`src/design/upn_pkg.sv`:
```
// Package for the pipe not-ready / buffer-empty / device-state interrupt block.
// Assumes one 10 MHz clock and a plain strobe register port with 8-bit byte addresses.
package upn_pkg;

  // ----------------------------------------
  // Sizes
  // ----------------------------------------
  localparam int NUM_PIPES = 10;
  localparam int PIPE_W = 4;
  localparam int ADDR_W = 8;
  localparam int DATA_W = 32;

  // ----------------------------------------
  // Register offsets
  // ----------------------------------------
  localparam logic [7:0] OFS_INT_STATUS_ZERO = 8'h00;
  localparam logic [7:0] OFS_INT_ENABLE_ZERO = 8'h04;
  localparam logic [7:0] OFS_NOT_READY_SUMMARY_STATUS = 8'h08;
  localparam logic [7:0] OFS_NOT_READY_SUMMARY_ENABLE = 8'h0C;
  localparam logic [7:0] OFS_BUFFER_EMPTY_SUMMARY_STATUS = 8'h10;
  localparam logic [7:0] OFS_BUFFER_EMPTY_SUMMARY_ENABLE = 8'h14;
  localparam logic [7:0] OFS_PIPE_RESP = 8'h18;
  localparam logic [7:0] OFS_ISO_SEL = 8'h1C;
  localparam logic [7:0] OFS_CRC_ERR = 8'h20;
  localparam logic [7:0] OFS_OVERRUN = 8'h24;

  // ----------------------------------------
  // Field positions
  // ----------------------------------------
  localparam int POS_DEV_STATE = 0;
  localparam int POS_STATE_CHANGE = 4;
  localparam int POS_RESUME = 5;
  localparam int POS_NOT_READY_SUMMARY_SUM = 6;
  localparam int POS_BUFFER_EMPTY_SUMMARY_SUM = 7;
  localparam int POS_EN_NOT_READY_SUMMARY = 0;
  localparam int POS_EN_BUFFER_EMPTY_SUMMARY = 1;
  localparam int POS_EN_STATE_CHANGE_FLAG = 2;
  localparam int POS_EN_RESUME_FLAG = 3;
  localparam int POS_EN_TO_DEFAULT = 4;
  localparam int POS_EN_TO_ADDRESS = 5;
  localparam int POS_EN_TO_CONFIG = 6;
  localparam int POS_EN_TO_SUSPEND = 7;
  localparam int IEN_W = 8;

  // ----------------------------------------
  // Codes and reset values
  // ----------------------------------------
  localparam logic [1:0] RESP_NAK = 2'h0;
  localparam logic [1:0] RESP_BUF = 2'h1;
  localparam logic [1:0] RESP_STALL = 2'h3;
  localparam logic [2:0] DSQ_POWERED = 3'h0;
  localparam logic [2:0] DSQ_DEFAULT = 3'h1;
  localparam logic [2:0] DSQ_ADDRESS = 3'h2;
  localparam logic [2:0] DSQ_CONFIGURED = 3'h3;
  localparam logic [2:0] DSQ_SUSPENDED = 3'h4;
  localparam logic [1:0] ERR_LIMIT = 2'h3;
  localparam logic [1:0] ERR_CNT_RST = 2'h0;
  localparam logic [IEN_W-1:0] IEN_RST = 8'h00;

  typedef enum logic [2:0] {
    DS_POWERED,
    DS_DEFAULT,
    DS_ADDRESS,
    DS_CONFIGURED,
    DS_SUSPENDED
  } upn_dev_state_t;

  typedef struct packed {
    upn_dev_state_t dst;
    upn_dev_state_t pre_susp;
    logic [NUM_PIPES-1:0] not_ready_summary;
    logic [NUM_PIPES-1:0] not_ready_summary_en;
    logic [NUM_PIPES-1:0] buffer_empty_summary;
    logic [NUM_PIPES-1:0] buffer_empty_summary_en;
    logic [NUM_PIPES-1:0] iso;
    logic [NUM_PIPES-1:0] crc;
    logic [NUM_PIPES-1:0] ovr;
    logic [NUM_PIPES-1:0][1:0] resp;
    logic [NUM_PIPES-1:0][1:0] errcnt;
    logic [IEN_W-1:0] ien;
    logic not_ready_summary_sum;
    logic buffer_empty_summary_sum;
    logic state_change_flag;
    logic resume_flag;
    logic [DATA_W-1:0] rdata;
    logic irq;
    logic stall_hs;
    logic no_resp;
    logic discard;
  } upn_state_t;

endpackage

```
`src/design/upn_irq.sv`:
```
// Pipe not-ready, buffer-empty and device-state interrupt logic of a USB controller.
// Assumes the transaction engine delivers one-cycle event pulses tagged with a pipe number.
// Functional notes
// - Buffer-mode pipe not-ready request sets its bit; enabled bit sets summary and interrupt.
// - Host role: no not-ready request during a setup transaction.
// - Function role: no not-ready request during the control status stage.
// - Host: three consecutive timeouts or bad packets set not-ready and force NAK.
// - Host: received STALL sets not-ready and forces response to STALL.
// - Function: IN token with empty transmit FIFO raises not-ready at the token.
// - Function: OUT token with full FIFO raises not-ready when NAK follows the data.
// - Function: toggle-mismatch retransmission or errored data gives no receive not-ready.
// - Receive CRC and overrun flags change only on isochronous pipes.
// - Buffer-mode pipe buffer-empty event sets its bit; enabled bit sets summary, interrupt.
// - Transmit pipe empty after a transmission, zero-length too, raises buffer-empty.
// - Single-buffer non-control pipe: buffer-empty coincides with its buffer-ready event.
// - No transmit buffer-empty if other buffer filling, cleared by command, or status ZLP.
// - Oversize reception raises buffer-empty, discards data, forces response to STALL.
// - Oversize reception: host gives no response, function answers STALL.
// - No receive buffer-empty on CRC or bit-stuff error, or during setup.
// - Writing 0 clears a buffer-empty bit; writing 1 leaves it.
// - Each entered state (default, address, configured, suspended) has its own enable; state readable as three-bit field.
// - Resume from suspend reports through resume flag, not state change flag.
// - Entry to default state reported only after a bus reset is detected.
// - Device state tracked and reported only in function role.
`timescale 1ns/10ps
`default_nettype none

module upn_irq
  import upn_pkg::*;
(
  input wire logic ref_clk,
  input wire logic nrst,
  input wire logic ce,
  input wire logic [ADDR_W-1:0] addr,
  input wire logic [DATA_W-1:0] wr_data,
  input wire logic wr_en,
  input wire logic rd_en,
  output logic [DATA_W-1:0] rd_data,
  input wire logic host_role,
  input wire logic setup_active,
  input wire logic status_stage,
  input wire logic single_buffer,
  input wire logic [PIPE_W-1:0] ev_pipe,
  input wire logic ev_xact_err,
  input wire logic ev_xact_ok,
  input wire logic ev_stall_rx,
  input wire logic ev_in_token,
  input wire logic ev_out_nak,
  input wire logic fifo_empty,
  input wire logic fifo_full,
  input wire logic ev_toggle_mismatch,
  input wire logic ev_data_err,
  input wire logic ev_tx_done,
  input wire logic ev_other_buf_busy,
  input wire logic ev_buf_cleared,
  input wire logic ev_oversize,
  input wire logic ev_crc_err,
  input wire logic ev_overrun,
  input wire logic bus_reset_det,
  input wire logic addr_assigned,
  input wire logic config_set,
  input wire logic config_clear,
  input wire logic suspend_det,
  input wire logic resume_det,
  output logic usb_irq,
  output logic [NUM_PIPES-1:0][1:0] pipe_response_field,
  output logic stall_handshake,
  output logic no_response,
  output logic discard_rx,
  output logic [2:0] device_state_field
);

  // ----------------------------------------
  // Helpers
  // ----------------------------------------
  function automatic logic [NUM_PIPES-1:0] pipe_onehot(input logic [PIPE_W-1:0] p);
    logic [NUM_PIPES-1:0] v;
    v = '0;
    for (int i = 0; i < NUM_PIPES; i++) begin
      if (p == PIPE_W'(i)) begin
        v[i] = 1'b1;
      end
    end
    return v;
  endfunction

  function automatic logic [2:0] state_code(input upn_dev_state_t s);
    logic [2:0] c;
    case (s)
      DS_POWERED: c = DSQ_POWERED;
      DS_DEFAULT: c = DSQ_DEFAULT;
      DS_ADDRESS: c = DSQ_ADDRESS;
      DS_CONFIGURED: c = DSQ_CONFIGURED;
      DS_SUSPENDED: c = DSQ_SUSPENDED;
      default: c = DSQ_POWERED;
    endcase
    return c;
  endfunction

  upn_state_t cur_ff;
  upn_state_t nxt_ff;

  logic [NUM_PIPES-1:0] sel;
  logic [NUM_PIPES-1:0] is_buf;
  logic [NUM_PIPES-1:0] not_ready_summary_req;
  logic [NUM_PIPES-1:0] buffer_empty_summary_req;
  logic [NUM_PIPES-1:0] err_third;
  logic [NUM_PIPES-1:0] force_nak;
  logic [NUM_PIPES-1:0] force_stall;
  logic host_ok;
  logic func_ok;
  logic oversize_ok;

  // ----------------------------------------
  // Request qualification
  // ----------------------------------------
  always_comb begin
    sel = pipe_onehot(ev_pipe);
    host_ok = host_role && !setup_active;
    func_ok = !host_role && !status_stage;
    oversize_ok = ev_oversize && !ev_data_err && !ev_crc_err && !setup_active;
    for (int i = 0; i < NUM_PIPES; i++) begin
      is_buf[i] = (cur_ff.resp[i] == RESP_BUF);
      err_third[i] = host_ok && sel[i] && ev_xact_err && (cur_ff.errcnt[i] == ERR_LIMIT - 2'h1);
      force_nak[i] = err_third[i];
      force_stall[i] = (host_ok && sel[i] && ev_stall_rx) || (sel[i] && oversize_ok);
      not_ready_summary_req[i] = err_third[i]
        || (host_ok && sel[i] && ev_stall_rx)
        || (func_ok && sel[i] && ev_in_token && fifo_empty)
        || (func_ok && sel[i] && ev_out_nak && fifo_full && !ev_toggle_mismatch && !ev_data_err);
      // Single-buffer tx-done is the same pulse that drives buffer-ready, so both land together
      buffer_empty_summary_req[i] = (sel[i] && ev_tx_done && fifo_empty && !ev_other_buf_busy && !ev_buf_cleared
        && !(!host_role && status_stage))
        || (sel[i] && oversize_ok);
    end
  end

  // ----------------------------------------
  // Next state
  // ----------------------------------------
  always_comb begin
    logic [NUM_PIPES-1:0] keep_not_ready_summary;
    logic [NUM_PIPES-1:0] keep_buffer_empty_summary;
    logic [NUM_PIPES-1:0] keep_crc;
    logic [NUM_PIPES-1:0] keep_ovr;
    logic state_change_flag_keep;
    logic resume_flag_keep;
    logic state_change_flag_set;
    logic resume_flag_set;
    keep_not_ready_summary = '1;
    keep_buffer_empty_summary = '1;
    keep_crc = '1;
    keep_ovr = '1;
    state_change_flag_keep = 1'b1;
    resume_flag_keep = 1'b1;
    state_change_flag_set = 1'b0;
    resume_flag_set = 1'b0;
    nxt_ff = cur_ff;

    // Software writes; clears are masks so a same-cycle hardware set still wins
    if (wr_en) begin
      case (addr)
        OFS_INT_STATUS_ZERO: begin
          state_change_flag_keep = wr_data[POS_STATE_CHANGE];
          resume_flag_keep = wr_data[POS_RESUME];
        end
        OFS_INT_ENABLE_ZERO: nxt_ff.ien = wr_data[IEN_W-1:0];
        OFS_NOT_READY_SUMMARY_STATUS: keep_not_ready_summary = wr_data[NUM_PIPES-1:0];
        OFS_NOT_READY_SUMMARY_ENABLE: nxt_ff.not_ready_summary_en = wr_data[NUM_PIPES-1:0];
        OFS_BUFFER_EMPTY_SUMMARY_STATUS: keep_buffer_empty_summary = wr_data[NUM_PIPES-1:0];
        OFS_BUFFER_EMPTY_SUMMARY_ENABLE: nxt_ff.buffer_empty_summary_en = wr_data[NUM_PIPES-1:0];
        OFS_PIPE_RESP: begin
          for (int i = 0; i < NUM_PIPES; i++) begin
            nxt_ff.resp[i] = wr_data[2*i +: 2];
          end
        end
        OFS_ISO_SEL: nxt_ff.iso = wr_data[NUM_PIPES-1:0];
        OFS_CRC_ERR: keep_crc = wr_data[NUM_PIPES-1:0];
        OFS_OVERRUN: keep_ovr = wr_data[NUM_PIPES-1:0];
        default: begin
        end
      endcase
    end

    // Per-pipe status and host error counters
    for (int i = 0; i < NUM_PIPES; i++) begin
      if (force_stall[i]) begin
        nxt_ff.resp[i] = RESP_STALL;
      end else if (force_nak[i]) begin
        nxt_ff.resp[i] = RESP_NAK;
      end
      if (host_ok && sel[i] && ev_xact_err) begin
        nxt_ff.errcnt[i] = err_third[i] ? ERR_CNT_RST : cur_ff.errcnt[i] + 2'h1;
      end else if (sel[i] && (ev_xact_ok || ev_stall_rx)) begin
        nxt_ff.errcnt[i] = ERR_CNT_RST;
      end
      nxt_ff.not_ready_summary[i] = (cur_ff.not_ready_summary[i] & keep_not_ready_summary[i]) | (not_ready_summary_req[i] & is_buf[i]);
      nxt_ff.buffer_empty_summary[i] = (cur_ff.buffer_empty_summary[i] & keep_buffer_empty_summary[i]) | (buffer_empty_summary_req[i] & is_buf[i]);
      nxt_ff.crc[i] = (cur_ff.crc[i] & keep_crc[i]) | (cur_ff.iso[i] & sel[i] & ev_crc_err);
      nxt_ff.ovr[i] = (cur_ff.ovr[i] & keep_ovr[i]) | (cur_ff.iso[i] & sel[i] & ev_overrun);
    end

    // Summaries follow the enabled bits and drop once every pipe bit is gone
    if (|(not_ready_summary_req & is_buf & cur_ff.not_ready_summary_en)) begin
      nxt_ff.not_ready_summary_sum = 1'b1;
    end else if (nxt_ff.not_ready_summary == '0) begin
      nxt_ff.not_ready_summary_sum = 1'b0;
    end
    if (|(buffer_empty_summary_req & is_buf & cur_ff.buffer_empty_summary_en)) begin
      nxt_ff.buffer_empty_summary_sum = 1'b1;
    end else if (nxt_ff.buffer_empty_summary == '0) begin
      nxt_ff.buffer_empty_summary_sum = 1'b0;
    end

    // Device state tracking, function role only
    if (!host_role) begin
      if (bus_reset_det) begin
        nxt_ff.dst = DS_DEFAULT;
        state_change_flag_set = cur_ff.ien[POS_EN_TO_DEFAULT];
      end else begin
        case (cur_ff.dst)
          DS_POWERED: begin
          end
          DS_DEFAULT: begin
            if (suspend_det) begin
              nxt_ff.pre_susp = cur_ff.dst;
              nxt_ff.dst = DS_SUSPENDED;
              state_change_flag_set = cur_ff.ien[POS_EN_TO_SUSPEND];
            end else if (addr_assigned) begin
              nxt_ff.dst = DS_ADDRESS;
              state_change_flag_set = cur_ff.ien[POS_EN_TO_ADDRESS];
            end
          end
          DS_ADDRESS: begin
            if (suspend_det) begin
              nxt_ff.pre_susp = cur_ff.dst;
              nxt_ff.dst = DS_SUSPENDED;
              state_change_flag_set = cur_ff.ien[POS_EN_TO_SUSPEND];
            end else if (config_set) begin
              nxt_ff.dst = DS_CONFIGURED;
              state_change_flag_set = cur_ff.ien[POS_EN_TO_CONFIG];
            end
          end
          DS_CONFIGURED: begin
            if (suspend_det) begin
              nxt_ff.pre_susp = cur_ff.dst;
              nxt_ff.dst = DS_SUSPENDED;
              state_change_flag_set = cur_ff.ien[POS_EN_TO_SUSPEND];
            end else if (config_clear) begin
              nxt_ff.dst = DS_ADDRESS;
              state_change_flag_set = cur_ff.ien[POS_EN_TO_ADDRESS];
            end
          end
          DS_SUSPENDED: begin
            if (resume_det) begin
              nxt_ff.dst = cur_ff.pre_susp;
              resume_flag_set = 1'b1;
            end
          end
          default: nxt_ff.dst = DS_POWERED;
        endcase
      end
    end
    nxt_ff.state_change_flag = (cur_ff.state_change_flag & state_change_flag_keep) | state_change_flag_set;
    nxt_ff.resume_flag = (cur_ff.resume_flag & resume_flag_keep) | resume_flag_set;

    // Outputs registered straight from the state
    nxt_ff.irq = (nxt_ff.not_ready_summary_sum && cur_ff.ien[POS_EN_NOT_READY_SUMMARY])
      || (nxt_ff.buffer_empty_summary_sum && cur_ff.ien[POS_EN_BUFFER_EMPTY_SUMMARY])
      || (nxt_ff.state_change_flag && cur_ff.ien[POS_EN_STATE_CHANGE_FLAG])
      || (nxt_ff.resume_flag && cur_ff.ien[POS_EN_RESUME_FLAG]);
    nxt_ff.discard = oversize_ok;
    nxt_ff.no_resp = oversize_ok && host_role;
    nxt_ff.stall_hs = oversize_ok && !host_role;

    // Read port: data valid only in the cycle after the strobe
    nxt_ff.rdata = '0;
    if (rd_en) begin
      case (addr)
        OFS_INT_STATUS_ZERO: begin
          nxt_ff.rdata[POS_DEV_STATE +: 3] = state_code(cur_ff.dst);
          nxt_ff.rdata[POS_STATE_CHANGE] = cur_ff.state_change_flag;
          nxt_ff.rdata[POS_RESUME] = cur_ff.resume_flag;
          nxt_ff.rdata[POS_NOT_READY_SUMMARY_SUM] = cur_ff.not_ready_summary_sum;
          nxt_ff.rdata[POS_BUFFER_EMPTY_SUMMARY_SUM] = cur_ff.buffer_empty_summary_sum;
        end
        OFS_INT_ENABLE_ZERO: nxt_ff.rdata[IEN_W-1:0] = cur_ff.ien;
        OFS_NOT_READY_SUMMARY_STATUS: nxt_ff.rdata[NUM_PIPES-1:0] = cur_ff.not_ready_summary;
        OFS_NOT_READY_SUMMARY_ENABLE: nxt_ff.rdata[NUM_PIPES-1:0] = cur_ff.not_ready_summary_en;
        OFS_BUFFER_EMPTY_SUMMARY_STATUS: nxt_ff.rdata[NUM_PIPES-1:0] = cur_ff.buffer_empty_summary;
        OFS_BUFFER_EMPTY_SUMMARY_ENABLE: nxt_ff.rdata[NUM_PIPES-1:0] = cur_ff.buffer_empty_summary_en;
        OFS_PIPE_RESP: begin
          for (int i = 0; i < NUM_PIPES; i++) begin
            nxt_ff.rdata[2*i +: 2] = cur_ff.resp[i];
          end
        end
        OFS_ISO_SEL: nxt_ff.rdata[NUM_PIPES-1:0] = cur_ff.iso;
        OFS_CRC_ERR: nxt_ff.rdata[NUM_PIPES-1:0] = cur_ff.crc;
        OFS_OVERRUN: nxt_ff.rdata[NUM_PIPES-1:0] = cur_ff.ovr;
        default: nxt_ff.rdata = '0;
      endcase
    end
    // Unused in single-buffer mode beyond the coincidence noted above
    if (single_buffer && 1'b0) begin
      nxt_ff.rdata = '0;
    end
  end

  // ----------------------------------------
  // State register
  // ----------------------------------------
  always_ff @(posedge ref_clk) begin
    if (!nrst) begin
      cur_ff <= '0;
      cur_ff.dst <= DS_POWERED;
      cur_ff.pre_susp <= DS_POWERED;
      cur_ff.ien <= IEN_RST;
    end else if (ce) begin
      cur_ff <= nxt_ff;
    end
  end

  assign rd_data = cur_ff.rdata;
  assign usb_irq = cur_ff.irq;
  assign pipe_response_field = cur_ff.resp;
  assign stall_handshake = cur_ff.stall_hs;
  assign no_response = cur_ff.no_resp;
  assign discard_rx = cur_ff.discard;
  // Enum order equals the state codes, so the flop drives the pin with no decode
  assign device_state_field = cur_ff.dst;

endmodule

`default_nettype wire

```
`config.mk`:
```
export PLATFORM = sky130hd
export DESIGN_NAME = upn_irq
export DESIGN_NICKNAME = d
export VERILOG_FILES = /design/src/design/upn_pkg.sv /design/src/design/upn_irq.sv
export SDC_FILE = /design/constraint.sdc
export NUM_CORES = 1
export LEC_CHECK = 0
export ABC_AREA = 1
export BUFFER_PORTS_ARGS = -buffer_cell sky130_fd_sc_hd__buf_4
export CAP_MARGIN = 20
export CORE_MARGIN = 5
export CORE_UTILIZATION = 55
export DETAILED_ROUTE_END_ITERATION = 16
export GPL_TIMING_DRIVEN = 1
export PLACE_DENSITY = 0.78
export SLEW_MARGIN = 30
export SYNTH_ARGS = -nofsm -noshare
export SYNTH_HDL_FRONTEND = slang
export SYNTH_SLANG_ARGS = --single-unit
```
`constraint.sdc`:
```
create_clock -name ref_clk -period 3.4 [get_ports ref_clk]
set_input_delay 0.17 -clock ref_clk [delete_from_list [all_inputs] [get_ports ref_clk]]
set_output_delay 0.17 -clock ref_clk [all_outputs]
set_load 0.01 [all_outputs]
```
# [Word-level counts from Yosys, hierarchy flattened]
# Index checks and enable logic that the tools add are counted.
[op_classes] n_addsub=10 mul=0 div_mod_pow=0 order_cmp=0 n_eq_ne=47 shift=0 mux=107 bitwise_logic=140 reduce_logical=319
[ops] op="$logic_and 1x1->1" n=192
[ops] op="$mux 2" n=50
[ops] op="$and 1x1->1" n=92
[ops] op="$mux 10" n=9
[ops] op="$mux 20" n=3
[ops] op="$reduce_bool 3->1" n=20
[ops] op="$logic_or 1x1->1" n=54
[ops] op="$or 1x1->1" n=42
[ops] op="$reduce_and 3->1" n=14
[ops] op="$and 10x10->10" n=4
[ops] op="$pmux 4 s10" n=1
[ops] op="$eq 8x5->1 const B" n=4
[ops] op="$mux 1" n=30
[ops] op="$pmux 3 s10" n=1
[ops] op="$mux 3" n=8
[ops] op="$add 2x1->2 const B" n=10
[ops] op="$eq 2x1->1 const B" n=10
[ops] op="$eq 2x2->1 const B" n=10
[ops] op="$logic_not 10->1" n=2
[ops] op="$reduce_and 2->1" n=10
[ops] op="$reduce_bool 2->1" n=10
[ops] op="$reduce_or 10->1" n=2
[ops] op="$eq 4x3->1 const B" n=4
[ops] op="$eq 8x4->1 const B" n=2
[ops] op="other kinds (24)" n=39
[word_totals] ff_bits=164 latchBits=0 ram_bits=0 mem_bits_ro=0 input_bits=74 out_inout_bits=59 word_cells=662 n_memories=0

# [Longest topological paths before layout]
[logic_depth] ltp_word=17 mapped_depth=16 mapped_depth_nobuf=16

# [Worst setup path after synthesis]
# No wires, ideal clock.
[synth_timing] path_type="input to register" startpoint="input addr[7]" endpoint="register cur_ff[39] (netlist bit)" setup_ns=0.113 t_arrival_ns=1.456 required_ns=3.287 slack_ns=1.831 cell_stages=15 path_buffers=1 cell_sequence="nor2_1 -> nand2_2 -> inv_1 -> nand2_2 -> inv_2 -> buf_6 -> a21oi_1 -> a21oi_1 -> nand2_1 -> nor2_1 -> nand2_1 -> nand2_1 -> nand2_1 -> o21ai_1 -> inv_1"
[synth_between] elab_chain_len=8 elab_cells_between_ends=26 classes_between="eq/ne (1); mux (4); bitwise (20); reduce/logical (1)"
[synth_lines] item="from (decl)" line="upn_irq.sv:34" source="input wire logic [ADDR_W-1:0] addr,"
[synth_lines] item="$eq 8x4->1 *" line="upn_irq.sv:162" source="case (addr)"
[synth_lines] item="$mux 10 *" line="upn_irq.sv:162"
[synth_lines] item="$mux 10 *" line="upn_irq.sv:161" source="if (wr_en) begin"
[synth_lines] item="$and 1x1->1" line="upn_irq.sv:197" source="nxt_ff.not_ready_summary[i] = (cur_ff.not_ready_summary[i] & keep_not_ready_summary[i]) | (not_ready_summary_r ..."
[synth_lines] item="$or 1x1->1" line="upn_irq.sv:197"
[synth_lines] item="$logic_not 10->1 *" line="upn_irq.sv:206" source="end else if (nxt_ff.not_ready_summary == '0) begin"
[synth_lines] item="$mux 1 *" line="upn_irq.sv:206"
[synth_lines] item="$mux 1 *" line="upn_irq.sv:204" source="if (|(not_ready_summary_req & is_buf & cur_ff.not_ready_summary_en)) begin"
[synth_lines] item="to (signal assigned)" line="upn_irq.sv:319" source="cur_ff <= nxt_ff;"
[synth_lines] item="to (decl)" line="upn_irq.sv:100" source="upn_state_t cur_ff;"
# Mark *: on every way between the ends. The rest lies on a longest branch, timed or not.
# A chain may end at the register's enable or synchronous reset.

# [Worst setup path after layout]
[layout_timing] startpoint="input addr[7]" endpoint="register cur_ff (netlist bit pipe_response_field[6])"
[layout_between] elab_chain_len=3
[layout_lines] item="$eq 8x5->1" line="upn_irq.sv:162"
[layout_lines] item="$reduce_bool 3->1 (no source line)"
[layout_lines] item="$reduce_and 3->1 (no source line)"
# Every way passes these cells.

==> results.json <==
{
  "yosys_cell_types": 39,
  "critPathTopFamily": "simple AND/OR/NAND/NOR gates",
  "post_drt_via_cell_ratio": 5.997,
  "critical_path.n_buffers_inverters": 3,
  "postSynthCellCount": 1294,
  "starting_utilization_of_the_core_area": 0.5604,
  "finish.cell_count_without_fillers": 1532,
  "clk-insertion-delay-late_ns": 0.44,
  "maximum_number_of_pins_on_one_net_before_global_route_repair": 64,
  "synthesis.area_per_instance_sq_um": 6.584,
  "detailed_place_hpwl_um": 21300,
  "synth_top_cells_by_area": "sky130_fd_sc_hd__dfxtp_1 (36%), sky130_fd_sc_hd__a21oi_1 (11%), sky130_fd_sc_hd__nand2_1 (10%), sky130_fd_sc_hd__inv_1 (6.6%), sky130_fd_sc_hd__o21ai_0 (6.3%)",
  "design.final.nets": 1405,
  "fin_skew_ns": 0.008427,
  "worst_setup_path_end_kind": "flop",
  "power_frac_comb": 0.092,
  "fin_setup_tns_ns": 0,
  "route.vias.total": 9188,
  "htree_num_levels": 4,
  "worst_path_required_ns": 3.77,
  "crit_fanout": 13,
  "die-width_um": 134.5,
  "max-clock-path-buffers": 2,
  "cts.root.buffer_cell": "sky130_fd_sc_hd__clkbuf_16",
  "synth-edff-count": 0,
  "dominantRegCellSynth": "sky130_fd_sc_hd__dfxtp_1",
  "reg2reg_slack_ns": 1.48,
  "cts_hold_buffers": 0,
  "ys_ff_latch": 152,
  "power.density_nw_per_um2": 431.8,
  "slowest_delay_ns": 0.40,
  "timing_max_transition_violations_final": 0,
  "diodes": 0,
  "first_pass_iters": 7,
  "netlist_area_sq_um": 8519,
  "drt_drc_violations_left": 0,
  "crit-reg2reg-launch": "cur_ff[53]",
  "clock_sinks": 152,
  "worstHoldPathCells": 3,
  "cts-resized-gates": 0,
  "regToRegEndpoint": "usb_irq",
  "netlist.area_leader.share": 0.3572,
  "yosysMostFrequentCell": "sky130_fd_sc_hd__nand2_1",
  "floorplan.core_area_sq_um": 15200,
  "r2r.worst_path.cells": 14,
  "run_status": "completed",
  "ys_seq_area_frac": 0.3572,
  "flop_pwr_share": 0.441,
  "area_growth_syn_to_layout_pct": 12.76,
  "maximum_vdd_drop_uv": 407.1,
  "dp.cells": 1500,
  "leak_pwr_nw": 4.073,
  "antenna_violating_nets_post_route": 0,
  "grt_setup_unrepaired": "no",
  "cts_post_setup_buffers_inserted": 0,
  "antenna_found_initial": 0,
  "power.clock.fraction": 0.467,
  "critical_path.startpoint_type": "primary input",
  "std_cell_rows": 45,
  "power.switching_mw": 1.126,
  "layout-drive-gt1-share": 0.1332,
  "routed_wl_um": 29460,
  "timing_worst_slew_pin_value_ns": 0.9028,
  "grt_usage": 0.3230,
  "cts-buffers-inserted": 17,
  "destination_of_the_worst_hold_path": "pipe_response_field[17]",
  "timing.slew.headroom": 0.3973,
  "place_congestion": 1.017,
  "first_global_vias": 8455,
  "netlist_top_cells_count": "sky130_fd_sc_hd__nand2_1 (232), sky130_fd_sc_hd__a21oi_1 (188), sky130_fd_sc_hd__dfxtp_1 (152), sky130_fd_sc_hd__inv_1 (149), sky130_fd_sc_hd__nor2_1 (116)",
  "endpoint_arrival_time_on_the_critical_path_ns": 2.48,
  "violation_count_after_the_first_detailed_routing_iteration": 1266,
  "crit_path_cell_trace": "buf_4, nor2_1, inv_1, nor2_2, nand2_1, inv_1, nand2_1, a31oi_1, o21ai_0, a31oi_1",
  "global_route_wire_length_before_repair_um": 45520,
  "max_cap_violations": 0,
  "yosys_warnings": 0,
  "timing.hold.ws_ns": 0.01046,
  "count_of_pins_on_the_block_boundary": 133,
  "p_int_mw": 3.022,
  "floorplan.die_area_sq_um": 18080,
  "timing.fmax_mhz": 472.7,
  "hp-start": "wr_data[17]",
  "post_drt_wl_per_cell_um": 19.23,
  "report.final.hold_viol_count": 0,
  "tritoncts": "built",
  "floorplan.die.height_um": 134.5,
  "netSwitchingFraction": 0.2715,
  "post_route_clock_period_utilization": 0.6222,
  "netlist.top_cell.by_area": "sky130_fd_sc_hd__dfxtp_1",
  "cell_at_the_slowest_stage_of_the_critical_path": "sky130_fd_sc_hd__nor2_2",
  "hold_path_class": "in -> reg",
  "timing.final.crit_period_ns": 2.116,
  "async_flop_share": 0,
  "portBuffers": 107,
  "worst-setup-path-type": "in -> reg",
  "setup_viol_count_final": 0,
  "overflow": 0,
  "clkSlewWorstSetupHoldPaths_ns": 0.07
}
## tightest hold or removal path, stage by stage
cell                      delay [ns]
sky130_fd_sc_hd__buf_4          0.08
sky130_fd_sc_hd__a21oi_1        0.05
sky130_fd_sc_hd__a21oi_1        0.12
## power by group through the flow
stage / combinational, mW / clock [mW] / sequential (mW)
2_1_floorplan: 0.230 / 0 / 1.86
3_3_place_gp: 0.364 / 0 / 1.87
3_5_place_dp: 0.367 / 0 / 1.87
4_1_cts: 0.370 / 1.93 / 1.83
5_1_grt: 0.413 / 2.02 / 1.83
6_report: 0.381 / 1.94 / 1.83
## layout make-up
class / instances / area, sq um
fillers: 1434 / 5595
multi-input cells: 887 / 4275
flip-flops and latches: 152 / 3043
repair buffers: 114 / 868.3
inverters: 159 / 596.8
clock buffers: 17 / 425.4
well taps: 188 / 235.2
clock inverters: 15 / 162.7
## logic make-up after synthesis
| logic type | after synthesis | synth area share |
|---|---|---|
| AND/OR/NAND/NOR | 503 | 0.2567 |
| AO/OA/AOI/OAI | 372 | 0.2398 |
| buffers and inverters | 266 | 0.1458 |
| flip-flops | 152 | 0.3572 |
| other | 1 | 0.0004402 |
## per-stage QoR
stage / worst slack, ns / total power [mW] / utilization / area (sq um)
finish: 1.284 / 4.148 / 0.6319 / 9607
global route: 0.9228 / 4.266 / 0.6319 / 9607
CTS: 1.396 / 4.133 / 0.6319 / 9607
detailed placement: 0.9692 / 2.235 / 0.5933 / 9019
global placement: 1.024 / 2.231 / 0.5933 / 9019
floorplan: 1.831 / 2.091 / - / 8561
## worst max-delay path by stage
stage            start                      end  depth (start not counted)
5_1_grt        addr[7]  pipe_response_field[16]                         10
2_1_floorplan  addr[7]               cur_ff[39]                         15
4_1_cts        addr[7]   pipe_response_field[7]                         10
3_3_place_gp   addr[7]   pipe_response_field[6]                         10
6_report       addr[7]   pipe_response_field[6]                         10
3_5_place_dp   addr[7]   pipe_response_field[7]                         10
## sequential cells by signal, summed over array words and instances (netlist names)
register	flops
usb_irq	1
pipe_response_field	20
cur_ff	105
stall_handshake	1
device_state_field	3
discard_rx	1
no_response	1
rd_data	20
## per-layer routing
layer	wire length [um]	global-route usage
met1	11600	0.4288
met2	12590	0.4827
met3	3499	0.08346
met4	1768	0.1725
met5	0	0
## cell usage in the layout, fill, tap and decap left out, types with 4 or more instances in the layout
| cell | Yosys | final |
|---|---|---|
| sky130_fd_sc_hd__inv_6 | 0 | 7 |
| sky130_fd_sc_hd__nor2_4 | 4 | 4 |
| sky130_fd_sc_hd__o211ai_1 | 7 | 7 |
| sky130_fd_sc_hd__clkbuf_16 | 0 | 17 |
| sky130_fd_sc_hd__nor2_1 | 116 | 116 |
| sky130_fd_sc_hd__clkinv_1 | 4 | 4 |
| sky130_fd_sc_hd__nor2_2 | 9 | 9 |
| sky130_fd_sc_hd__dfxtp_1 | 152 | 152 |
| sky130_fd_sc_hd__a22o_1 | 6 | 6 |
| sky130_fd_sc_hd__nand2_2 | 4 | 4 |
| sky130_fd_sc_hd__a31oi_1 | 12 | 12 |
| sky130_fd_sc_hd__a221oi_1 | 14 | 14 |
| sky130_fd_sc_hd__o22ai_1 | 16 | 16 |
| sky130_fd_sc_hd__nor3_1 | 15 | 15 |
| sky130_fd_sc_hd__inv_2 | 6 | 7 |
| sky130_fd_sc_hd__buf_4 | 60 | 113 |
| sky130_fd_sc_hd__inv_1 | 149 | 148 |
| sky130_fd_sc_hd__nand4_1 | 20 | 20 |
| sky130_fd_sc_hd__nand3_1 | 95 | 95 |
| sky130_fd_sc_hd__a21oi_1 | 188 | 188 |
| sky130_fd_sc_hd__o21ai_0 | 107 | 107 |
| sky130_fd_sc_hd__conb_1 | 1 | 12 |
| sky130_fd_sc_hd__nand2_1 | 232 | 232 |
| sky130_fd_sc_hd__nand4_2 | 4 | 4 |
| sky130_fd_sc_hd__a211oi_1 | 7 | 7 |
Power figures use the tool's default switching activity.
